--- src/verilog/bli2c_defs.svh ---
// Register map, field positions, reset values and timing counts
//
// Contract
// - Both bus lines are open drain: only pulled low or released.
// - Master and slave, transmit and receive operation are all supported.
// - Incoming clock and data lines are filtered before any use.
// - Start request raised at first clock fall after a START.
// - STOP (data rising while clock high) is detected apart from data.
// - Each clock pulse is recognised and its data level captured.
// - While the bus is occupied, after each bit the clock is held low until software resumes.
// - Read-bit-done flag is set when the clock pulse completes.
// - Write-bit-done flag is set only without arbitration loss.
// - Clock-rise flag is set on every low-to-high clock transition.
// - Bus-occupied flag set by any START, cleared by any STOP.
// - Resume releases the held clock and clears rise and done flags.
// - In master mode a single-bit write generates the clock pulse.
// - Automatic clock stays high at least 4.0 us, falls within 0.3 us.
// - Automatic clock timing derives from the 50 MHz system clock period, not the crystal clock.
`ifndef BLI2C_DEFS_SVH
`define BLI2C_DEFS_SVH

// -----------------------------------------------------------------------
// Register word indices (byte address = index * 4)
// -----------------------------------------------------------------------
`define BLI_IDX_CTRL 2'h0
`define BLI_IDX_BIT 2'h1
`define BLI_IDX_INT 2'h2

// -----------------------------------------------------------------------
// Field positions
// -----------------------------------------------------------------------
`define BLI_CTRL_MASTER 0
`define BLI_CTRL_SCLLOW 1
`define BLI_CTRL_OUTBIT 2
`define BLI_CTRL_RESUME 3
`define BLI_STAT_HOLD 3
`define BLI_STAT_RDONE 4
`define BLI_STAT_WDONE 5
`define BLI_STAT_RISE 6
`define BLI_STAT_BUSY 7
`define BLI_STAT_INBIT 8
`define BLI_STAT_SCL 9
`define BLI_STAT_SDA 10
`define BLI_STAT_AUTO 11
`define BLI_INT_START 0

// -----------------------------------------------------------------------
// Reset values
// -----------------------------------------------------------------------
`define BLI_RST_MASTER 1'h0
`define BLI_RST_SCLLOW 1'h0
`define BLI_RST_OUTBIT 1'h1
`define BLI_RST_LINE 1'h1

// -----------------------------------------------------------------------
// Timing
// -----------------------------------------------------------------------
`define BLI_CLK_PS 20000
`define BLI_XTAL_HZ 12000000
`define BLI_HIGH_PS 4000000
`define BLI_LOW_PS 4700000
`define BLI_FILT_PS 60000
`define BLI_HIGH_CYC ((`BLI_HIGH_PS + `BLI_CLK_PS - 1) / `BLI_CLK_PS)
`define BLI_LOW_CYC ((`BLI_LOW_PS + `BLI_CLK_PS - 1) / `BLI_CLK_PS)
`define BLI_FILT_CYC ((`BLI_FILT_PS + `BLI_CLK_PS - 1) / `BLI_CLK_PS)

`endif

--- src/verilog/bli2c_pkg.sv ---
// Types shared by the bit-level two-wire interface
package bli2c_pkg;

    // Sticky per-bit status flags
    typedef struct packed {
        logic bus_occupied_flag;
        logic clock_rise_seen_flag;
        logic write_bit_done_flag;
        logic read_bit_done_flag;
    } bli_flags_type;

    // Filtered line levels
    typedef struct packed {
        logic scl;
        logic sda;
    } bli_lines_type;

    typedef enum logic [1:0] {
        BLI_AC_IDLE,
        BLI_AC_LOW,
        BLI_AC_RISE,
        BLI_AC_HIGH
    } bli_ac_state_type;

endpackage

--- src/verilog/bli2c_filter.sv ---
// Glitch filter: an output follows its input once stable for LEN cycles
`timescale 1ns/1ps
`default_nettype none
`include "bli2c_defs.svh"
module bli2c_filter
    import bli2c_pkg::*;
#(
    parameter int W = 2,
    parameter int LEN = `BLI_FILT_CYC
)
(
    input wire logic clk_i,  // System clock
    input wire logic rst_i,  // Synchronous reset
    input wire logic [W-1:0] raw_i,  // Line levels as seen on pins
    output logic [W-1:0] filt_o  // Filtered levels
);

    genvar g;
    generate
        for (g = 0; g < W; g++)
        begin : g_bit
            logic [7:0] cnt_q;
            always_ff @(posedge clk_i)
            begin
                if (rst_i)
                begin
                    cnt_q <= 8'h00;
                    filt_o[g] <= `BLI_RST_LINE;
                end
                else if (raw_i[g] == filt_o[g])
                begin
                    cnt_q <= 8'h00;
                end
                else if (cnt_q == 8'(LEN - 1))
                begin
                    // Short spikes never reach the detectors
                    cnt_q <= 8'h00;
                    filt_o[g] <= raw_i[g];
                end
                else
                begin
                    cnt_q <= cnt_q + 8'h01;
                end
            end
        end
    endgenerate

endmodule
`default_nettype wire

--- src/verilog/bli2c_autoclk.sv ---
// Automatic master clock pulse generator
`timescale 1ns/1ps
`default_nettype none
`include "bli2c_defs.svh"
module bli2c_autoclk
    import bli2c_pkg::*;
#(
    parameter int HIGH_CYC = `BLI_HIGH_CYC,
    parameter int LOW_CYC = `BLI_LOW_CYC
)
(
    input wire logic clk_i,  // System clock
    input wire logic rst_i,  // Synchronous reset
    input wire logic go_i,  // Start one clock pulse
    input wire logic scl_i,  // Filtered clock line
    output logic pull_low_o,  // Hold clock line low
    output logic busy_o  // Pulse in progress
);

    bli_ac_state_type state_q;
    logic [8:0] cnt_q;

    // -------------------------------------------------------------------
    // Pulse sequencer
    // -------------------------------------------------------------------
    always_ff @(posedge clk_i)
    begin
        if (rst_i)
        begin
            state_q <= BLI_AC_IDLE;
            cnt_q <= 9'h000;
        end
        else
        begin
            case (state_q)
                BLI_AC_IDLE:
                begin
                    cnt_q <= 9'h000;
                    if (go_i)
                    begin
                        state_q <= BLI_AC_LOW;
                    end
                end
                BLI_AC_LOW:
                begin
                    // Low phase gives data set-up before the rise
                    if (cnt_q == 9'(LOW_CYC - 1))
                    begin
                        cnt_q <= 9'h000;
                        state_q <= BLI_AC_RISE;
                    end
                    else
                    begin
                        cnt_q <= cnt_q + 9'h001;
                    end
                end
                BLI_AC_RISE:
                begin
                    // High time counts from the seen rise, so a slave
                    // stretching the clock cannot shorten it
                    if (scl_i)
                    begin
                        state_q <= BLI_AC_HIGH;
                    end
                end
                BLI_AC_HIGH:
                begin
                    if (cnt_q == 9'(HIGH_CYC - 1))
                    begin
                        cnt_q <= 9'h000;
                        state_q <= BLI_AC_IDLE;
                    end
                    else
                    begin
                        cnt_q <= cnt_q + 9'h001;
                    end
                end
                default:
                begin
                    state_q <= BLI_AC_IDLE;
                end
            endcase
        end
    end

    always_comb
    begin
        pull_low_o = go_i || (state_q == BLI_AC_LOW);
        busy_o = (state_q != BLI_AC_IDLE);
    end

endmodule
`default_nettype wire

--- src/verilog/bli2c_top.sv ---
// Bit-level two-wire serial interface with a Wishbone register port
//
// Register access over Wishbone and the register offsets are this design's own decisions.
`timescale 1ns/1ps
`default_nettype none
`include "bli2c_defs.svh"
module bli2c_top
    import bli2c_pkg::*;
#(
    parameter int FILT_CYC = `BLI_FILT_CYC,
    parameter int HIGH_CYC = `BLI_HIGH_CYC,
    parameter int LOW_CYC = `BLI_LOW_CYC
)
(
    input wire logic clk_i,  // System clock, 50 MHz
    input wire logic rst_i,  // Synchronous reset, active high
    input wire logic wb_cyc_i,  // Wishbone cycle
    input wire logic wb_stb_i,  // Wishbone strobe
    input wire logic wb_we_i,  // Wishbone write enable
    input wire logic [3:0] wb_adr_i,  // Wishbone byte address
    input wire logic [3:0] wb_sel_i,  // Wishbone byte selects
    input wire logic [31:0] wb_dat_i,  // Wishbone write data
    output logic [31:0] wb_dat_o,  // Wishbone read data
    output logic wb_ack_o,  // Wishbone acknowledge
    input wire logic scl_i,  // Clock line level
    output logic scl_o,  // Clock line output, always low
    output logic scl_oe_o,  // Clock line pull-down enable
    input wire logic sda_i,  // Data line level
    output logic sda_o,  // Data line output, always low
    output logic sda_oe_o,  // Data line pull-down enable
    output logic start_irq_o  // Start request to the CPU
);

    // -------------------------------------------------------------------
    // Declarations
    // -------------------------------------------------------------------
    bli_lines_type raw;
    bli_lines_type filt;
    bli_lines_type prev_q;
    bli_flags_type flags_q;
    logic master_q;
    logic scl_low_q;
    logic output_bit_value_q;
    logic received_bit_value_q;
    logic hold_q;
    logic arb_lost_q;
    logic start_seen_q;
    logic start_irq_q;
    logic scl_rise;
    logic scl_fall;
    logic start_cond;
    logic stop_cond;
    logic wr_ctrl;
    logic wr_bit;
    logic wr_int;
    logic resume;
    logic auto_go;
    logic auto_low;
    logic auto_busy;
    logic auto_busy_q;
    logic arb_now;
    logic bus_req;

    // Word index from the byte address
    function automatic logic [1:0] reg_index(input logic [3:0] adr);
        reg_index = adr[3:2];
    endfunction

    // -------------------------------------------------------------------
    // Line filtering
    // -------------------------------------------------------------------
    always_comb
    begin
        raw.scl = scl_i;
        raw.sda = sda_i;
    end

    bli2c_filter #(
        .W(2),
        .LEN(FILT_CYC)
    ) u_filter (
        .clk_i(clk_i),
        .rst_i(rst_i),
        .raw_i(raw),
        .filt_o(filt)
    );

    always_ff @(posedge clk_i)
    begin
        if (rst_i)
        begin
            prev_q <= '{scl: `BLI_RST_LINE, sda: `BLI_RST_LINE};
        end
        else
        begin
            prev_q <= filt;
        end
    end

    // -------------------------------------------------------------------
    // Bus condition and edge detection
    // -------------------------------------------------------------------
    always_comb
    begin
        scl_rise = filt.scl && !prev_q.scl;
        scl_fall = !filt.scl && prev_q.scl;
        // Data moving while the clock stays high marks a condition
        start_cond = prev_q.scl && filt.scl && prev_q.sda && !filt.sda;
        stop_cond = prev_q.scl && filt.scl && !prev_q.sda && filt.sda;
        // Released data seen low while the clock is high
        arb_now = filt.scl && !filt.sda && output_bit_value_q;
    end

    // -------------------------------------------------------------------
    // Register decode
    // -------------------------------------------------------------------
    always_comb
    begin
        bus_req = wb_cyc_i && wb_stb_i && !wb_ack_o;
        wr_ctrl = bus_req && wb_we_i && wb_sel_i[0]
            && (reg_index(wb_adr_i) == `BLI_IDX_CTRL);
        wr_bit = bus_req && wb_we_i && wb_sel_i[0]
            && (reg_index(wb_adr_i) == `BLI_IDX_BIT);
        wr_int = bus_req && wb_we_i && wb_sel_i[0]
            && (reg_index(wb_adr_i) == `BLI_IDX_INT);
        // Either resume bit or any single-bit write moves on
        resume = (wr_ctrl && wb_dat_i[`BLI_CTRL_RESUME]) || wr_bit;
        auto_go = wr_bit && master_q;
    end

    // -------------------------------------------------------------------
    // Control register
    // -------------------------------------------------------------------
    always_ff @(posedge clk_i)
    begin
        if (rst_i)
        begin
            master_q <= `BLI_RST_MASTER;
            scl_low_q <= `BLI_RST_SCLLOW;
        end
        else if (wr_ctrl)
        begin
            master_q <= wb_dat_i[`BLI_CTRL_MASTER];
            // Software-timed clock for masters not using auto mode
            scl_low_q <= wb_dat_i[`BLI_CTRL_SCLLOW];
        end
    end

    always_ff @(posedge clk_i)
    begin
        if (rst_i)
        begin
            output_bit_value_q <= `BLI_RST_OUTBIT;
        end
        else if (wr_bit)
        begin
            output_bit_value_q <= wb_dat_i[0];
        end
        else if (wr_ctrl)
        begin
            // Lets a master move data with the clock high: START, STOP
            output_bit_value_q <= wb_dat_i[`BLI_CTRL_OUTBIT];
        end
    end

    // -------------------------------------------------------------------
    // Received bit
    // -------------------------------------------------------------------
    always_ff @(posedge clk_i)
    begin
        if (rst_i)
        begin
            received_bit_value_q <= `BLI_RST_LINE;
        end
        else if (scl_rise)
        begin
            received_bit_value_q <= filt.sda;
        end
    end

    // -------------------------------------------------------------------
    // Clock stretching
    // -------------------------------------------------------------------
    // End of an automatic pulse: pull low so the bit closes with a fall
    always_ff @(posedge clk_i)
    begin
        if (rst_i)
        begin
            auto_busy_q <= 1'b0;
        end
        else
        begin
            auto_busy_q <= auto_busy;
        end
    end

    always_ff @(posedge clk_i)
    begin
        if (rst_i)
        begin
            hold_q <= 1'b0;
        end
        else if ((scl_fall && flags_q.bus_occupied_flag)
            || (auto_busy_q && !auto_busy))
        begin
            // A fall in the resume cycle belongs to the next bit
            hold_q <= 1'b1;
        end
        else if (resume)
        begin
            hold_q <= 1'b0;
        end
    end

    // -------------------------------------------------------------------
    // Arbitration watch for the current bit
    // -------------------------------------------------------------------
    always_ff @(posedge clk_i)
    begin
        if (rst_i)
        begin
            arb_lost_q <= 1'b0;
        end
        else if (arb_now)
        begin
            arb_lost_q <= 1'b1;
        end
        else if (resume)
        begin
            arb_lost_q <= 1'b0;
        end
    end

    // -------------------------------------------------------------------
    // Status flags; a set always wins over a clear
    // -------------------------------------------------------------------
    always_ff @(posedge clk_i)
    begin
        if (rst_i)
        begin
            flags_q.read_bit_done_flag <= 1'b0;
        end
        else if (scl_fall)
        begin
            flags_q.read_bit_done_flag <= 1'b1;
        end
        else if (resume)
        begin
            flags_q.read_bit_done_flag <= 1'b0;
        end
    end

    always_ff @(posedge clk_i)
    begin
        if (rst_i)
        begin
            flags_q.write_bit_done_flag <= 1'b0;
        end
        else if (scl_fall && !arb_lost_q)
        begin
            flags_q.write_bit_done_flag <= 1'b1;
        end
        else if (resume)
        begin
            flags_q.write_bit_done_flag <= 1'b0;
        end
    end

    always_ff @(posedge clk_i)
    begin
        if (rst_i)
        begin
            flags_q.clock_rise_seen_flag <= 1'b0;
        end
        else if (scl_rise)
        begin
            flags_q.clock_rise_seen_flag <= 1'b1;
        end
        else if (resume)
        begin
            flags_q.clock_rise_seen_flag <= 1'b0;
        end
    end

    always_ff @(posedge clk_i)
    begin
        if (rst_i)
        begin
            flags_q.bus_occupied_flag <= 1'b0;
        end
        else if (start_cond)
        begin
            flags_q.bus_occupied_flag <= 1'b1;
        end
        else if (stop_cond)
        begin
            flags_q.bus_occupied_flag <= 1'b0;
        end
    end

    // -------------------------------------------------------------------
    // Start request
    // -------------------------------------------------------------------
    always_ff @(posedge clk_i)
    begin
        if (rst_i)
        begin
            start_seen_q <= 1'b0;
        end
        else if (start_cond)
        begin
            start_seen_q <= 1'b1;
        end
        else if (scl_fall || stop_cond)
        begin
            start_seen_q <= 1'b0;
        end
    end

    always_ff @(posedge clk_i)
    begin
        if (rst_i)
        begin
            start_irq_q <= 1'b0;
        end
        else if (start_seen_q && scl_fall)
        begin
            start_irq_q <= 1'b1;
        end
        else if (wr_int && wb_dat_i[`BLI_INT_START])
        begin
            start_irq_q <= 1'b0;
        end
    end

    always_ff @(posedge clk_i)
    begin
        if (rst_i)
        begin
            start_irq_o <= 1'b0;
        end
        else
        begin
            start_irq_o <= start_irq_q;
        end
    end

    // -------------------------------------------------------------------
    // Automatic clock
    // -------------------------------------------------------------------
    bli2c_autoclk #(
        .HIGH_CYC(HIGH_CYC),
        .LOW_CYC(LOW_CYC)
    ) u_autoclk (
        .clk_i(clk_i),
        .rst_i(rst_i),
        .go_i(auto_go),
        .scl_i(filt.scl),
        .pull_low_o(auto_low),
        .busy_o(auto_busy)
    );

    // -------------------------------------------------------------------
    // Open-drain pin drive
    // -------------------------------------------------------------------
    always_ff @(posedge clk_i)
    begin
        if (rst_i)
        begin
            scl_o <= 1'b0;
            sda_o <= 1'b0;
            scl_oe_o <= 1'b0;
            sda_oe_o <= 1'b0;
        end
        else
        begin
            // Outputs stay low; only the enables move
            scl_o <= 1'b0;
            sda_o <= 1'b0;
            // Registered pull: one cycle, well inside the fall limit
            scl_oe_o <= (hold_q && !resume) || scl_low_q || auto_low;
            sda_oe_o <= !output_bit_value_q;
        end
    end

    // -------------------------------------------------------------------
    // Wishbone slave: one wait state, unmapped words read zero
    // -------------------------------------------------------------------
    always_ff @(posedge clk_i)
    begin
        if (rst_i)
        begin
            wb_ack_o <= 1'b0;
        end
        else
        begin
            wb_ack_o <= bus_req;
        end
    end

    always_ff @(posedge clk_i)
    begin
        if (rst_i)
        begin
            wb_dat_o <= 32'h0000_0000;
        end
        else if (bus_req && !wb_we_i)
        begin
            wb_dat_o <= 32'h0000_0000;
            case (reg_index(wb_adr_i))
                `BLI_IDX_CTRL:
                begin
                    wb_dat_o[`BLI_CTRL_MASTER] <= master_q;
                    wb_dat_o[`BLI_CTRL_SCLLOW] <= scl_low_q;
                    wb_dat_o[`BLI_CTRL_OUTBIT] <= output_bit_value_q;
                    wb_dat_o[`BLI_STAT_HOLD] <= hold_q;
                    wb_dat_o[`BLI_STAT_RDONE] <= flags_q.read_bit_done_flag;
                    wb_dat_o[`BLI_STAT_WDONE] <= flags_q.write_bit_done_flag;
                    wb_dat_o[`BLI_STAT_RISE] <= flags_q.clock_rise_seen_flag;
                    wb_dat_o[`BLI_STAT_BUSY] <= flags_q.bus_occupied_flag;
                    wb_dat_o[`BLI_STAT_INBIT] <= received_bit_value_q;
                    wb_dat_o[`BLI_STAT_SCL] <= filt.scl;
                    wb_dat_o[`BLI_STAT_SDA] <= filt.sda;
                    wb_dat_o[`BLI_STAT_AUTO] <= auto_busy;
                end
                `BLI_IDX_BIT:
                begin
                    wb_dat_o[0] <= received_bit_value_q;
                end
                `BLI_IDX_INT:
                begin
                    wb_dat_o[`BLI_INT_START] <= start_irq_q;
                end
                default:
                begin
                    wb_dat_o <= 32'h0000_0000;
                end
            endcase
        end
    end

endmodule
`default_nettype wire

--- config.mk ---
export PLATFORM = sky130hd
export DESIGN_NAME = bli2c_top
export DESIGN_NICKNAME = d
export VERILOG_FILES = /design/src/verilog/bli2c_pkg.sv /design/src/verilog/bli2c_filter.sv /design/src/verilog/bli2c_autoclk.sv /design/src/verilog/bli2c_top.sv
export VERILOG_INCLUDE_DIRS = /design/src /design/src/verilog
export SDC_FILE = /design/constraint.sdc
export NUM_CORES = 1
export LEC_CHECK = 0
export BUFFER_PORTS_ARGS = -buffer_cell sky130_fd_sc_hd__buf_4
export CAP_MARGIN = 20
export CORE_ASPECT_RATIO = 1.25
export CORE_MARGIN = 2
export CORE_UTILIZATION = 49
export DETAILED_ROUTE_END_ITERATION = 12
export PLACE_DENSITY = 0.89
export SKIP_LAST_GASP = 1
export SLEW_MARGIN = 20
export SYNTH_ARGS = -nofsm -noshare
export SYNTH_HDL_FRONTEND = slang
export SYNTH_SLANG_ARGS = --single-unit
--- constraint.sdc ---
create_clock -name clk_i -period 2.4 [get_ports clk_i]
set_input_delay 0.36 -clock clk_i [delete_from_list [all_inputs] [get_ports clk_i]]
set_output_delay 0.36 -clock clk_i [all_outputs]
set_load 0.02 [all_outputs]
## After elaboration in Yosys (flattened, before gate mapping)

Cells that the tools add are included.

- $add $sub $neg: 3
- Eq/ne operators: 15
- Mux-type cells: 24
- Bitwise gates (word level): 2
- Reduce and logical (&&, ||, !) cells: 59

Operator list:

| kind | count |
|---|---|
| $pmux W9 S3 | 1 |
| $logic_and A1 B1 Y1 | 25 |
| $reduce_bool A2 Y1 | 10 |
| $eq A9 B8 Y1 const B | 2 |
| $mux W9 | 2 |
| $add A8 B1 Y8 const B | 2 |
| $eq A8 B2 Y1 const B | 2 |
| $mux W1 | 14 |
| $mux W11 | 1 |
| $logic_not A1 Y1 | 10 |
| $add A9 B1 Y9 const B | 1 |
| $mux W2 | 4 |
| $pmux W2 S4 | 1 |
| $eq A2 B2 Y1 const B | 3 |
| $logic_or A1 B1 Y1 | 6 |
| $ne A2 B1 Y1 const B | 3 |
| $reduce_or A3 Y1 | 2 |
| $eq A2 B1 Y1 const B | 2 |
| $logic_not A2 Y1 | 2 |
| $reduce_and A2 Y1 | 2 |
| $reduce_and A4 Y1 | 1 |
| $pmux W1 S3 | 1 |
| $reduce_bool A3 Y1 | 1 |
| $eq A1 B1 Y1 | 2 |
| other kinds (2) | 3 |

- Register bits after elaboration: 60
- Bits of input ports: 47
- Output and inout bits: 38
- Logic and storage cells: 129

## Longest topological paths before layout

Gate-level depths: netlist (run 1).

- Word-level depth: 11
- Depth in mapped cells: 7
- Gate-level depth less buffers: 6

## By module

From an unflattened synthesis (run 1), not the netlist that was laid out.

- Cell total of the unflattened synthesis: 327
- Area total of the unflattened synthesis: 2975.4 sq um

Modules (own cells, without submodules):

| module | times used | cells an instance | area each (sq um) | sequential area each (sq um) |
|---|---|---|---|---|
| bli2c_top | 1 | 160 | 1502.7 | 620.6 |
| bli2c_filter | 1 | 86 | 802.0 | 360.3 |
| bli2c_autoclk | 1 | 81 | 670.6 | 220.2 |

## Worst setup path after synthesis (run 1)

OpenSTA, ideal clock, no wires.

- Path type: register to register
- Start: register u_autoclk.cnt_q[0]
- End: register u_autoclk.state_q[0]
- Setup time: 116 ps
- Arrival time: 1659 ps
- Required time: 2284 ps
- Setup slack: 625 ps
- Stages on the path, launching flop included: 6
- Path buffers: 0
- Period minus slack after synthesis: 1775 ps
- Cell sequence: dfxtp_1 -> ha_1 -> nor4bb_1 -> o22ai_1 -> or4_1 -> o211a_1

- Longest elaborated chain between the ends: 3
- Elaborated cells between the ends (all ways): 5
- Classes of those cells: eq/ne (4); reduce/logical (1)

Ends and longest elaborated chain:

| what | RTL line | RTL |
|---|---|---|
| start, declared | bli2c_autoclk.sv:21 | `logic [8:0] cnt_q;` |
| start signal, assigned | bli2c_autoclk.sv:54 | `cnt_q <= cnt_q + 9'h001;` |
| start signal, assigned | bli2c_autoclk.sv:75 | `cnt_q <= cnt_q + 9'h001;` |
| $eq A9 B8 Y1 (on tied branches) | bli2c_autoclk.sv:47, bli2c_autoclk.sv:68 |  |
| $ne A2 B1 Y1 (no source line) | - |  |
| $reduce_and A4 Y1 (no source line) * | - |  |
| end signal, assigned | bli2c_autoclk.sv:41 | `state_q <= BLI_AC_LOW;` |
| end signal, assigned | bli2c_autoclk.sv:50 | `state_q <= BLI_AC_RISE;` |
| end signal, assigned | bli2c_autoclk.sv:63 | `state_q <= BLI_AC_HIGH;` |
| end, declared | bli2c_autoclk.sv:20 | `bli_ac_state_type state_q;` |

Every way passes the cells marked *; elsewhere a longest branch is shown, timed or not.
A chain may end at the register's enable or synchronous reset.

## Worst setup path after layout (run 1)

- Start: register u_autoclk.cnt_q[0]
- End: register u_autoclk.cnt_q[6]

- Longest elaborated chain between the ends: 3
- Elaborated cells between the ends (all ways): 6
- Classes of those cells: add/sub (1); eq/ne (2); mux (3)

Ends and longest elaborated chain:

| what | RTL line | RTL |
|---|---|---|
| $add A9 B1 Y9, or another cell as far along | bli2c_autoclk.sv:54, bli2c_autoclk.sv:75 |  |
| $mux W9 (on tied branches) | bli2c_autoclk.sv:68, bli2c_autoclk.sv:47 |  |
| $pmux W9 S3 * | bli2c_autoclk.sv:35 | `case (state_q)` |

Marks and branches as above.

==> summary.md, run 1 <==
| Metric | Value |
|---|---|
| DR WL/cell | `13.12 um` |
| YS warnings | `0` |
| Number of DRC markers in iteration 0 | `70` |
| #FFs+latches synth | `60` |
| Hold path endpoint | `u_filter.filt_o[1]` |
| Seq/Total Area, Yosys | `44.14%` |
| Die height | `roughly 87 um` |
| Asr flop ratio synth | `0%` |
| Startpoint types | `flip-flop` |
| # DRC | `0` |
| Post-cts sizing count | `0` |
| Area growth from synthesis to layout | `15.22%` |
| Post-route cell area | `3136 um2` |
| Fin Setup TNS | `0 ns` |
| Tcrit/Tclk final | `88.42%` |
| Minimum clock period | `approximately 2.1 ns` |
| Total via count in the routed design | `2033` |
| MaxCap Viol Count | `0` |
| Number of flops mapped to enable cells by yosys | `0` |
| I/O Pins | `85` |
| Via-to-Cell Ratio | `5.199` |
| Slew HR | `between 50% and 60%` |
| Share of cells above drive strength 1 | `approximately 17%` |
| Row count | `30` |
| Clock root cell | `clkbuf_8` |
| Num CTS Buffers | `9` |
| Clk pin slew, worst setup/hold paths | `about 0.070 ns` |
| Filler cells | `between 400 and 500` |
| Reg-to-Reg Start | `u_autoclk.cnt_q[0]` |
| Sink Count | `60` |
| Reg-to-reg endpoint | `u_autoclk.cnt_q[6]` |
| Finish-stage setup viols | `0` |
| Hold-fix buffers, CTS | `0` |
| TritonRoute pass-1 iters | `4` |
| Least-Margin Pin Slew | `0.6043 ns` |
| CP Max Fanout | `7` |
| First-pass GRT wire length | `approximately 8600 um` |
| RD Place Congestion | `0.8244` |
| Worst Skew | `about 0.0054 ns` |
| Tightest Hold Check Type | `input port to flip-flop` |
| Fin nets | `380` |
| Initial Util | `50.35%` |
| Mapped Avg Cell Area | `between 9 and 10 um2` |
| PwrDens | `700.9 nW/um2` |
| DRT antenna net count | `0` |
| RSZ-0062 raised after global routing | `no` |
| Area occupied by registers | `approximately 1200 um2` |
| Clk Latency, worst-skew pair | `approximately 0.33 ns` |
| Max Root-Sink Buffers | `2` |
| Vias in the first global route | `~1900` |
| R2r worst-path depth | `5` |
| Primary FF master, synth | `dfxtp_1` |
| Die ar. | `roughly 6200 um2` |
| Multi-input gate area | `roughly 1400 um2` |
| Critical path type | `flip-flop to flip-flop` |
| Tot GR Track Use | `approximately 18%` |
| Run status | `completed` |
| Netlist cell types | `47` |
| WP data required | `about 2.6 ns` |
| Grt ovf | `0` |
| Antenna Cells | `0` |
| Min-Delay Path Depth | `3` |
| Post-synthesis instance area | `2721 um2` |
| Fmax | `roughly 470 MHz` |
| R2R Setup Slk | `0.28 ns` |
| H-tree depth | `3` |
| DP Wirelength | `~3600 um` |
| Leak Pwr | `between 1 and 1.5 nW` |
| Hold Fails Final Rpt | `0` |
| Core Area | `5405 um2` |
| Setup crit end kind | `flip-flop` |
| CTS tree | `done` |
| Mapped Cells | `291` |
| IR Drop Worst-Case VDD | `between 0.5 and 0.6 mV` |
| Hold Startpoint | `scl_i` |
| Port bufs | `29` |
| Total Wirelength | `roughly 5100 um` |
| Area post-placement | `a little under 3000 um2` |
| Initial antenna violation count | `0` |
| Die width | `about 70 um` |
| CP arrival | `approximately 2.3 ns` |
| Largest net degree at the start of global routing | `28` |
| Max Slew Vio Count | `0` |
| Post-CTS Setup Inserts | `0` |
==> how the worst max path moves through the flow <==
stage | from | to | slack, ns | cells after the start
floorplan | u_autoclk.cnt_q[0] | u_autoclk.state_q[0] | 0.62 | 5
global placement | u_autoclk.cnt_q[0] | u_autoclk.cnt_q[2] | 0.42 | 5
detailed placement | u_autoclk.cnt_q[0] | u_autoclk.cnt_q[6] | 0.31 | 5
CTS | u_autoclk.cnt_q[0] | u_autoclk.cnt_q[6] | 0.30 | 5
global route | u_autoclk.cnt_q[0] | u_autoclk.cnt_q[6] | 0.11 | 5
finish | u_autoclk.cnt_q[0] | u_autoclk.cnt_q[6] | 0.28 | 5
==> stage by stage <==
stage          power (mW)  util (%)  std cells  hold slack [ns]  worst slack (ns)
2_1_floorplan       1.163         -        312           0.4265            0.6248
3_3_place_gp        1.170     53.63        375           0.4471            0.4220
3_5_place_dp        1.174     53.63        375           0.4612            0.3093
4_1_cts             2.222     58.01        391           0.2515            0.2978
5_1_grt             2.284     58.01        391           0.2549            0.1102
6_report            2.198     58.01        391           0.2678            0.2778
==> final cells by class <==
| class | count | area share (%) |
|---|---|---|
| Multi-Input combinational cell | 212 | 43.22 |
| Inverter | 8 | 0.9577 |
| Sequential cell | 60 | 38.31 |
| Timing Repair Buffer | 31 | 7.422 |
| Clock buffer | 13 | 5.387 |
| Tap cell | 64 | 2.554 |
| Clock inverter | 3 | 2.155 |
==> cell families (layout without fill, tap and decap cells) <==
family	count (synthesis)	after routing	share of synthesized area, %
AND/OR/NAND/NOR	112	112	21.98
multiplexers	7	7	2.575
flip-flops	60	60	44.14
XOR/XNOR	21	21	6.758
AO/OA/AOI/OAI	39	39	10.39
adder cells (fa/ha/maj)	11	11	5.057
other	1	22	0.1378
buffers and inverters	40	55	8.965
==> worst max-delay path, stage by stage (launching register included) <==
cell and delay [ns]:
dfxtp_1 0.45, ha_1 0.27, nor4bb_1 0.35, o22ai_1 0.24, o31ai_2 0.57, nor2_1 0.11
==> sequential cells by signal, summed over array words and instances (netlist names), 2 cells and up <==
signal,flops
u_filter.g_bit.cnt_q,16
wb_dat_o,12
prev_q,2
u_filter.filt_o,2
flags_q,4
u_autoclk.cnt_q,9
u_autoclk.state_q,2
==> per-layer routing <==
| layer | vias up | GRT usage [%] | wire, um |
|---|---|---|---|
| met1 | 969 | 20.01 | 2139 |
| met2 | 36 | 30.27 | 2684 |
| met5 | - | 0 | 0 |
| met4 | 0 | 8.062 | 86 |
| met3 | 9 | 6.829 | 220 |
| li1 | 1019 | - | - |
==> report_power, final <==
part	internal (mW)	total [mW]	switching, mW	leakage (nW)
clock network	0.670	1.05	0.375	0.116
registers	1.01	1.02	0.0144	0.485
logic	0.0435	0.129	0.0851	0.685
==> cells in the mapped netlist (all sizes together), types with 3 or more instances <==
cell | number | area, um2
xnor2 | 5 | 43.79
mux2i | 7 | 70.07
nand2 | 16 | 70.07
buf | 26 | 190.2
nor2 | 44 | 165.2
a21oi | 13 | 65.06
inv | 8 | 30.03
o21ai | 6 | 30.03
ha | 11 | 137.6
dfxtp | 60 | 1201
or4 | 3 | 26.27
and3 | 6 | 37.54
nand3 | 14 | 70.07
nand4b | 3 | 26.28
nor2b | 5 | 31.28
or3 | 3 | 18.77
xor2 | 16 | 140.1
clkbuf | 6 | 23.77
a22o | 10 | 87.58
nor4 | 3 | 18.77
==> cell usage in the layout (no fill, tap or decap), drive strengths merged, types with 5 or more instances in the layout <==
cell,instances
nand2,16
o21ai,6
conb,22
clkbuf,13
a21oi,13
nor2,44
inv,8
nor2b,5
and3,6
a22o,10
nand3,14
mux2i,7
xnor2,5
xor2,16
buf,31
ha,11
dfxtp,60
Power figures use the tool's default switching activity.
==> run 2: changes to the inputs <==
- CORE_UTILIZATION: 49 -> 30
- PLACE_DENSITY: 0.89 -> 0.64
==> run 2 against run 1 <==
  * Sequential share of layout area fell by 0.53 points
  * Routed wire length up 1.5%
  * Die area up 60%
  * Combinational power barely moved
  * Cell area up 1.4%
  * Sequential power about the same
  * Global-route usage fell by 6.4 points
  * Highest routed layer unchanged
==> summary.md, run 2 (synthesis gave the netlist of run 1 again) <==
| Metric | Value |
|---|---|
| Worst path bufs/invs | `0` |
| RSZ-0062 raised after global routing | `no` |
| Clk Latency, worst-skew pair | `about 0.34 ns` |
| Post-cts sizing count | `0` |
| Die height | `110.5 um` |
| R2r worst-path depth | `5` |
| DRT antenna net count | `0` |
| Min-Delay Path Depth | `3` |
| Initial antenna violation count | `0` |
| CTS tree | `done` |
| Tot GR Track Use | `a little under an eighth` |
| MaxCap Viol Count | `0` |
| Comb pwr share | `under 10%` |
| Number of DRC markers in iteration 0 | `41` |
| Levels on crit path | `5` |
| Vias in the first global route | `1875` |
| Hold-fix buffers, CTS | `0` |
| Clock share of power | `about 44%` |
| Fmax | `485.5 MHz` |
| PwrDens | `648.5 nW/um2` |
| Startpoint types | `flip-flop` |
| Critical path type | `flip-flop to flip-flop` |
| Antenna Cells | `0` |
| Leak Pwr | `roughly 1.3 nW` |
| Max Root-Sink Buffers | `2` |
| Clock root cell | `clkbuf_8` |
| Finish-stage setup viols | `0` |
| Run status | `completed` |
| Core Area | `8748 um2` |
| Largest delay contributor family on the critical path | `compound AO/OA/AOI/OAI gates` |
| Regs by FF count | `u_filter.g_bit.cnt_q: 16 flops, wb_dat_o: 12 flops, u_autoclk.cnt_q: 9 flops` |
| RD Place Congestion | `a little over 0.8` |
| Row count | `38` |
| I/O Pins | `85` |
| Hold Fails Final Rpt | `0` |
| Most common cell after layout, fill and taps aside | `dfxtp_1` |
| Post-CTS Setup Inserts | `0` |
| CP Max Fanout | `7` |
| Slew HR | `63.23%` |
| DR WL/cell | `~12 um` |
| Max Slew Vio Count | `0` |
| Crit path cell chain | `ha_1, nor4bb_1, o22ai_1, o31ai_2, nor2_1` |
| Register bank with the most flops | `u_filter.g_bit.cnt_q` |
| Fin nets | `around 380` |
| Worst Skew | `approximately 0.0055 ns` |
| First-pass GRT wire length | `approximately 8600 um` |
| Pint | `1.584 mW` |
| Tightest Hold Check Type | `input port to flip-flop` |
| Share of cells above drive strength 1 | `17.07%` |
| Tcrit/Tclk final | `between 80% and 90%` |
| Final setup margin | `around 0.34 ns` |
| Sink Count | `60` |
| Via-to-Cell Ratio | `between 4 and 5` |
| Crit-path max cell delay | `~0.55 ns` |
| Switching Power | `477.6 uW` |
| Max reg flops | `16` |
| Num CTS Buffers | `9` |
| Switching share of total power | `between 20 and 25%` |
| Filler cells | `899` |
| Total Wirelength | `approximately 5200 um` |
| Total via count in the routed design | `between 2000 and 2500` |
| Port bufs | `29` |
| Clk pin slew, worst setup/hold paths | `about 0.06 ns` |
| IR Drop Worst-Case VDD | `slightly below 0.3 mV` |
| Fin Setup TNS | `0 ns` |
| CP arrival | `approximately 2.3 ns` |
| Grt ovf | `0` |
| Place WS | `0.3323 ns` |
| # DRC | `0` |
| Largest net degree at the start of global routing | `28` |
| DP Wirelength | `between 3000 and 4000 um` |
| Initial Util | `between 30% and 40%` |
| Flop pwr share | `roughly 50%` |
| H-tree depth | `3` |
| Die ar. | `9854 um2` |
| Setup crit end kind | `flip-flop` |
| WP data required | `approximately 2.6 ns` |
| Die width | `around 89 um` |
| Area growth from synthesis to layout | `16.83%` |
| TritonRoute pass-1 iters | `4` |
| Worst path slowest cell | `o31ai_2` |
| Most frequent cells in the layout | `dfxtp_1 (60), nor2_1 (44), buf_4 (32)` |
| Minimum clock period | `about 2 ns` |
| Least-Margin Pin Slew | `0.5482 ns` |
==> run 2: tightest hold or removal path: stages <==
cell	delay [ns]
buf_4	0.09
mux2i_1	0.06
nand2_1	0.06
==> run 2: path summary, 6_finish.rpt <==
kind,endpoint,slack (ns),from
worst max-delay path,u_autoclk.cnt_q[5],0.34,u_autoclk.cnt_q[0]
worst min-delay path,u_filter.filt_o[0],0.25,sda_i
worst min register to register,flags_q[2],0.47,flags_q[2]
worst max register to register,u_autoclk.cnt_q[5],0.34,u_autoclk.cnt_q[0]
==> run 2: layer usage <==
metal  vias to the layer above  GRT usage, %  wire [um]
met3                        16         3.737        218
li1                       1013             -          -
met5                         -             0          0
met2                        34         18.77       2599
met4                         0         7.562        199
met1                       943         12.28       2189
==> run 2: layout make-up <==
class	instances	area [um2]	share of cell area [%]
Multi-Input combinational cell	212	1355	42.62
Clock inverter	4	47.55	1.495
Inverter	8	30.03	0.9445
Tap cell	120	150.1	4.723
Clock buffer	12	155.1	4.880
Sequential cell	60	1201	37.78
Timing Repair Buffer	32	240.2	7.556
==> run 2: metrics by stage <==
stage	utilization (%)	hold WS [ns]	total power, mW	instances	area, um2
after floorplan	-	0.4265	1.163	312	2800
after global placement	34.02	0.4567	1.172	432	2977
after detailed placement	34.02	0.4595	1.173	432	2977
after CTS	36.34	0.2335	2.096	448	3179
after global routing	36.34	0.2463	2.157	448	3179
final	36.34	0.2479	2.062	448	3179
==> run 2: power groups by stage <==
| stage | registers, mW | clock network, mW | logic (mW) |
|---|---|---|---|
| after detailed placement | 1.05 | 0 | 0.128 |
| after CTS | 1.02 | 0.944 | 0.128 |
| final | 1.02 | 0.911 | 0.127 |
| after global placement | 1.05 | 0 | 0.126 |
| after floorplan | 1.04 | 0 | 0.118 |
| after global routing | 1.03 | 0.990 | 0.142 |
==> run 3: changes to the inputs <==
- clock period: 2.4 -> 2.3 ns (I/O delays scaled with it)
==> run 3 against run 2 <==
  * Via count is 1.6% lower
  * Critical path depth stayed put
  * Combinational power is 5% higher
  * Sequential cell count stayed put
  * Register-to-register slack worse by 0.08 ns
  * Count of clock-buffer cells in the layout stayed put
  * Sequential share of layout area is 0.47 points lower
  * First-iteration DRC count is 24% higher
  * Maximum frequency is 1.2% higher
  * Power is 11% higher
  * Global-route usage hardly changed
  * Routed wire length is 0.60% higher
==> summary.md, run 3 (synthesis gave the netlist of run 1 again) <==
| Metric | Value |
|---|---|
| Power, Total | `~2.3 mW` |
| Setup crit end kind | `flip-flop` |
| Die width | `slightly below 90 um` |
| WP data required | `roughly 2.5 ns` |
| Final setup margin | `about 0.26 ns` |
| Worst path slowest cell | `or4_1` |
| R2R Setup Slk | `between 0.2 and 0.3 ns` |
| IR Drop Worst-Case VDD | `roughly 0.41 mV` |
| DR WL/cell | `between 10 and 15 um` |
| DRT antenna net count | `0` |
| CP Max Fanout | `7` |
| Tcrit/Tclk final | `about nine tenths` |
| Most frequent cells in the layout | `dfxtp_1 (60), nor2_1 (44), buf_4 (33)` |
| # DRC | `0` |
| Area growth from synthesis to layout | `18.30%` |
| Place WS | `slightly below 0.3 ns` |
| Fin Setup TNS | `0 ns` |
| Num CTS Buffers | `9` |
| Startpoint types | `flip-flop` |
| Grt ovf | `0` |
| Initial Util | `between 30% and 40%` |
| Vias in the first global route | `~1900` |
| Hold WS | `between 0.2 and 0.3 ns` |
| Post-route cell area | `~3200 um2` |
| Multi-input gate area | `1355 um2` |
| Max reg flops | `16` |
| Share of cells above drive strength 1 | `around 18%` |
| TritonRoute pass-1 iters | `4` |
| CP arrival | `2.26 ns` |
| Largest net degree at the start of global routing | `28` |
| Total via count in the routed design | `1974` |
| Hold Startpoint | `scl_i` |
| Initial antenna violation count | `0` |
| MaxCap Viol Count | `0` |
| Area occupied by registers | `between 1000 and 1500 um2` |
| RSZ-0062 raised after global routing | `no` |
| Worst Skew | `about 0.005 ns` |
| Run status | `completed` |
| Hold path endpoint | `u_filter.filt_o[1]` |
| Core Util, Final | `a little under two fifths` |
| Leak Pwr | `~1.3 nW` |
| DP Cell Count | `between 400 and 500` |
| Clk pin slew, worst setup/hold paths | `roughly 0.060 ns` |
| Max Root-Sink Buffers | `2` |
| Least-Margin Pin Slew | `0.5684 ns` |
| Post-cts sizing count | `0` |
| Fin nets | `~380` |
| Filler cells | `900` |
| Critical path type | `flip-flop to flip-flop` |
| Row count | `38` |
| Clock root cell | `clkbuf_8` |
| Reg-to-reg endpoint | `u_autoclk.state_q[0]` |
| Minimum clock period | `just over 2 ns` |
| RD Place Congestion | `0.8145` |
| Finish-stage setup viols | `0` |
| First-pass GRT wire length | `between 8000 and 9000 um` |
| Most common cell after layout, fill and taps aside | `dfxtp_1` |
| Die ar. | `just under 10000 um2` |
| I/O Pins | `85` |
| Clk Latency, worst-skew pair | `roughly 0.33 ns` |
| Max Slew Vio Count | `0` |
| Core Area | `approximately 8700 um2` |
| Crit-path max cell delay | `0.52 ns` |
| Crit path cell chain | `ha_1, nor4bb_1, o22ai_1, or4_1, o211a_1` |
| Fmax | `just under 500 MHz` |
| Slew HR | `~62%` |
| Port bufs | `29` |
| R2r worst-path depth | `5` |
| Die height | `110.5 um` |
| Sink Count | `60` |
| Tot GR Track Use | `between 10% and 20%` |
| Total Wirelength | `around 5200 um` |
| PwrDens | `approximately 710 nW/um2` |
| Fin cells | `~450` |
| Tightest Hold Check Type | `input port to flip-flop` |
| Hold Fails Final Rpt | `0` |
| Reg-to-Reg Start | `u_autoclk.cnt_q[0]` |
| Antenna Cells | `0` |
| CTS tree | `done` |
| Min-Delay Path Depth | `3` |
| DP Wirelength | `between 3000 and 4000 um` |
| Regs by FF count | `u_filter.g_bit.cnt_q: 16 flops, wb_dat_o: 12 flops, u_autoclk.cnt_q: 9 flops` |
| Number of DRC markers in iteration 0 | `51` |
| Post-CTS Setup Inserts | `0` |
| Area post-placement | `2984 um2` |
| Via-to-Cell Ratio | `about 4.4` |
| Hold-fix buffers, CTS | `0` |
| H-tree depth | `3` |
| Register bank with the most flops | `u_filter.g_bit.cnt_q` |
-- run 3: cell count changes in the layout (fill, tap and decap cells not counted) --
cell / before / now
buf_4: 32 / 33
bufinv_16: 1 / 2
clkbuf_1: 1 / 0
clkbuf_8: 11 / 12
clkinvlp_4: 1 / 0
-- run 3: worst max-delay path: cells and delay by family (launching register included) --
kind / cells / cell delay (ns)
simple gates: 2 / 0.83
flops: 1 / 0.45
compound gates: 2 / 0.38
fa+ha+maj: 1 / 0.27
-- run 3: per-layer routing --
layer | track usage [%] | vias up | share of wire (%)
met5 | 0 | - | 0
met4 | 5.970 | 0 | 2.3
met3 | 3.587 | 12 | 3.7
met2 | 18.77 | 30 | 51
met1 | 13.26 | 915 | 43
li1 | - | 1017 | -
-- run 3: cell type report --
class                   count  area share (%)
multi-input cells         212           42.09
flip-flops and latches     60           37.31
repair buffers             33           7.695
clock buffers              12           5.130
well taps                 120           4.664
clock inverters             4           2.176
inverters                   8          0.9328
-- run 3: worst max-delay path by stage --
| stage | depth (start not counted) | slack, ns | from | to |
|---|---|---|---|---|
| after CTS | 5 | 0.27 | u_autoclk.cnt_q[0] | u_autoclk.state_q[0] |
| after floorplan | 5 | 0.52 | u_autoclk.cnt_q[0] | u_autoclk.state_q[0] |
| final | 5 | 0.26 | u_autoclk.cnt_q[0] | u_autoclk.state_q[0] |
| after detailed placement | 5 | 0.30 | u_autoclk.cnt_q[0] | u_autoclk.state_q[0] |
| after global routing | 5 | 0.1 | u_autoclk.cnt_q[0] | u_autoclk.state_q[0] |
| after global placement | 5 | 0.32 | u_autoclk.cnt_q[0] | u_autoclk.state_q[0] |
-- run 3: report_power, final --
| group | internal, mW | leakage, nW | switching (mW) | total [mW] |
|---|---|---|---|---|
| clock network | 0.695 | 0.122 | 0.396 | 1.09 |
| logic | 0.0450 | 0.694 | 0.0879 | 0.133 |
| registers | 1.05 | 0.485 | 0.0149 | 1.07 |
| total | 1.79 | 1.30 | 0.499 | 2.29 |
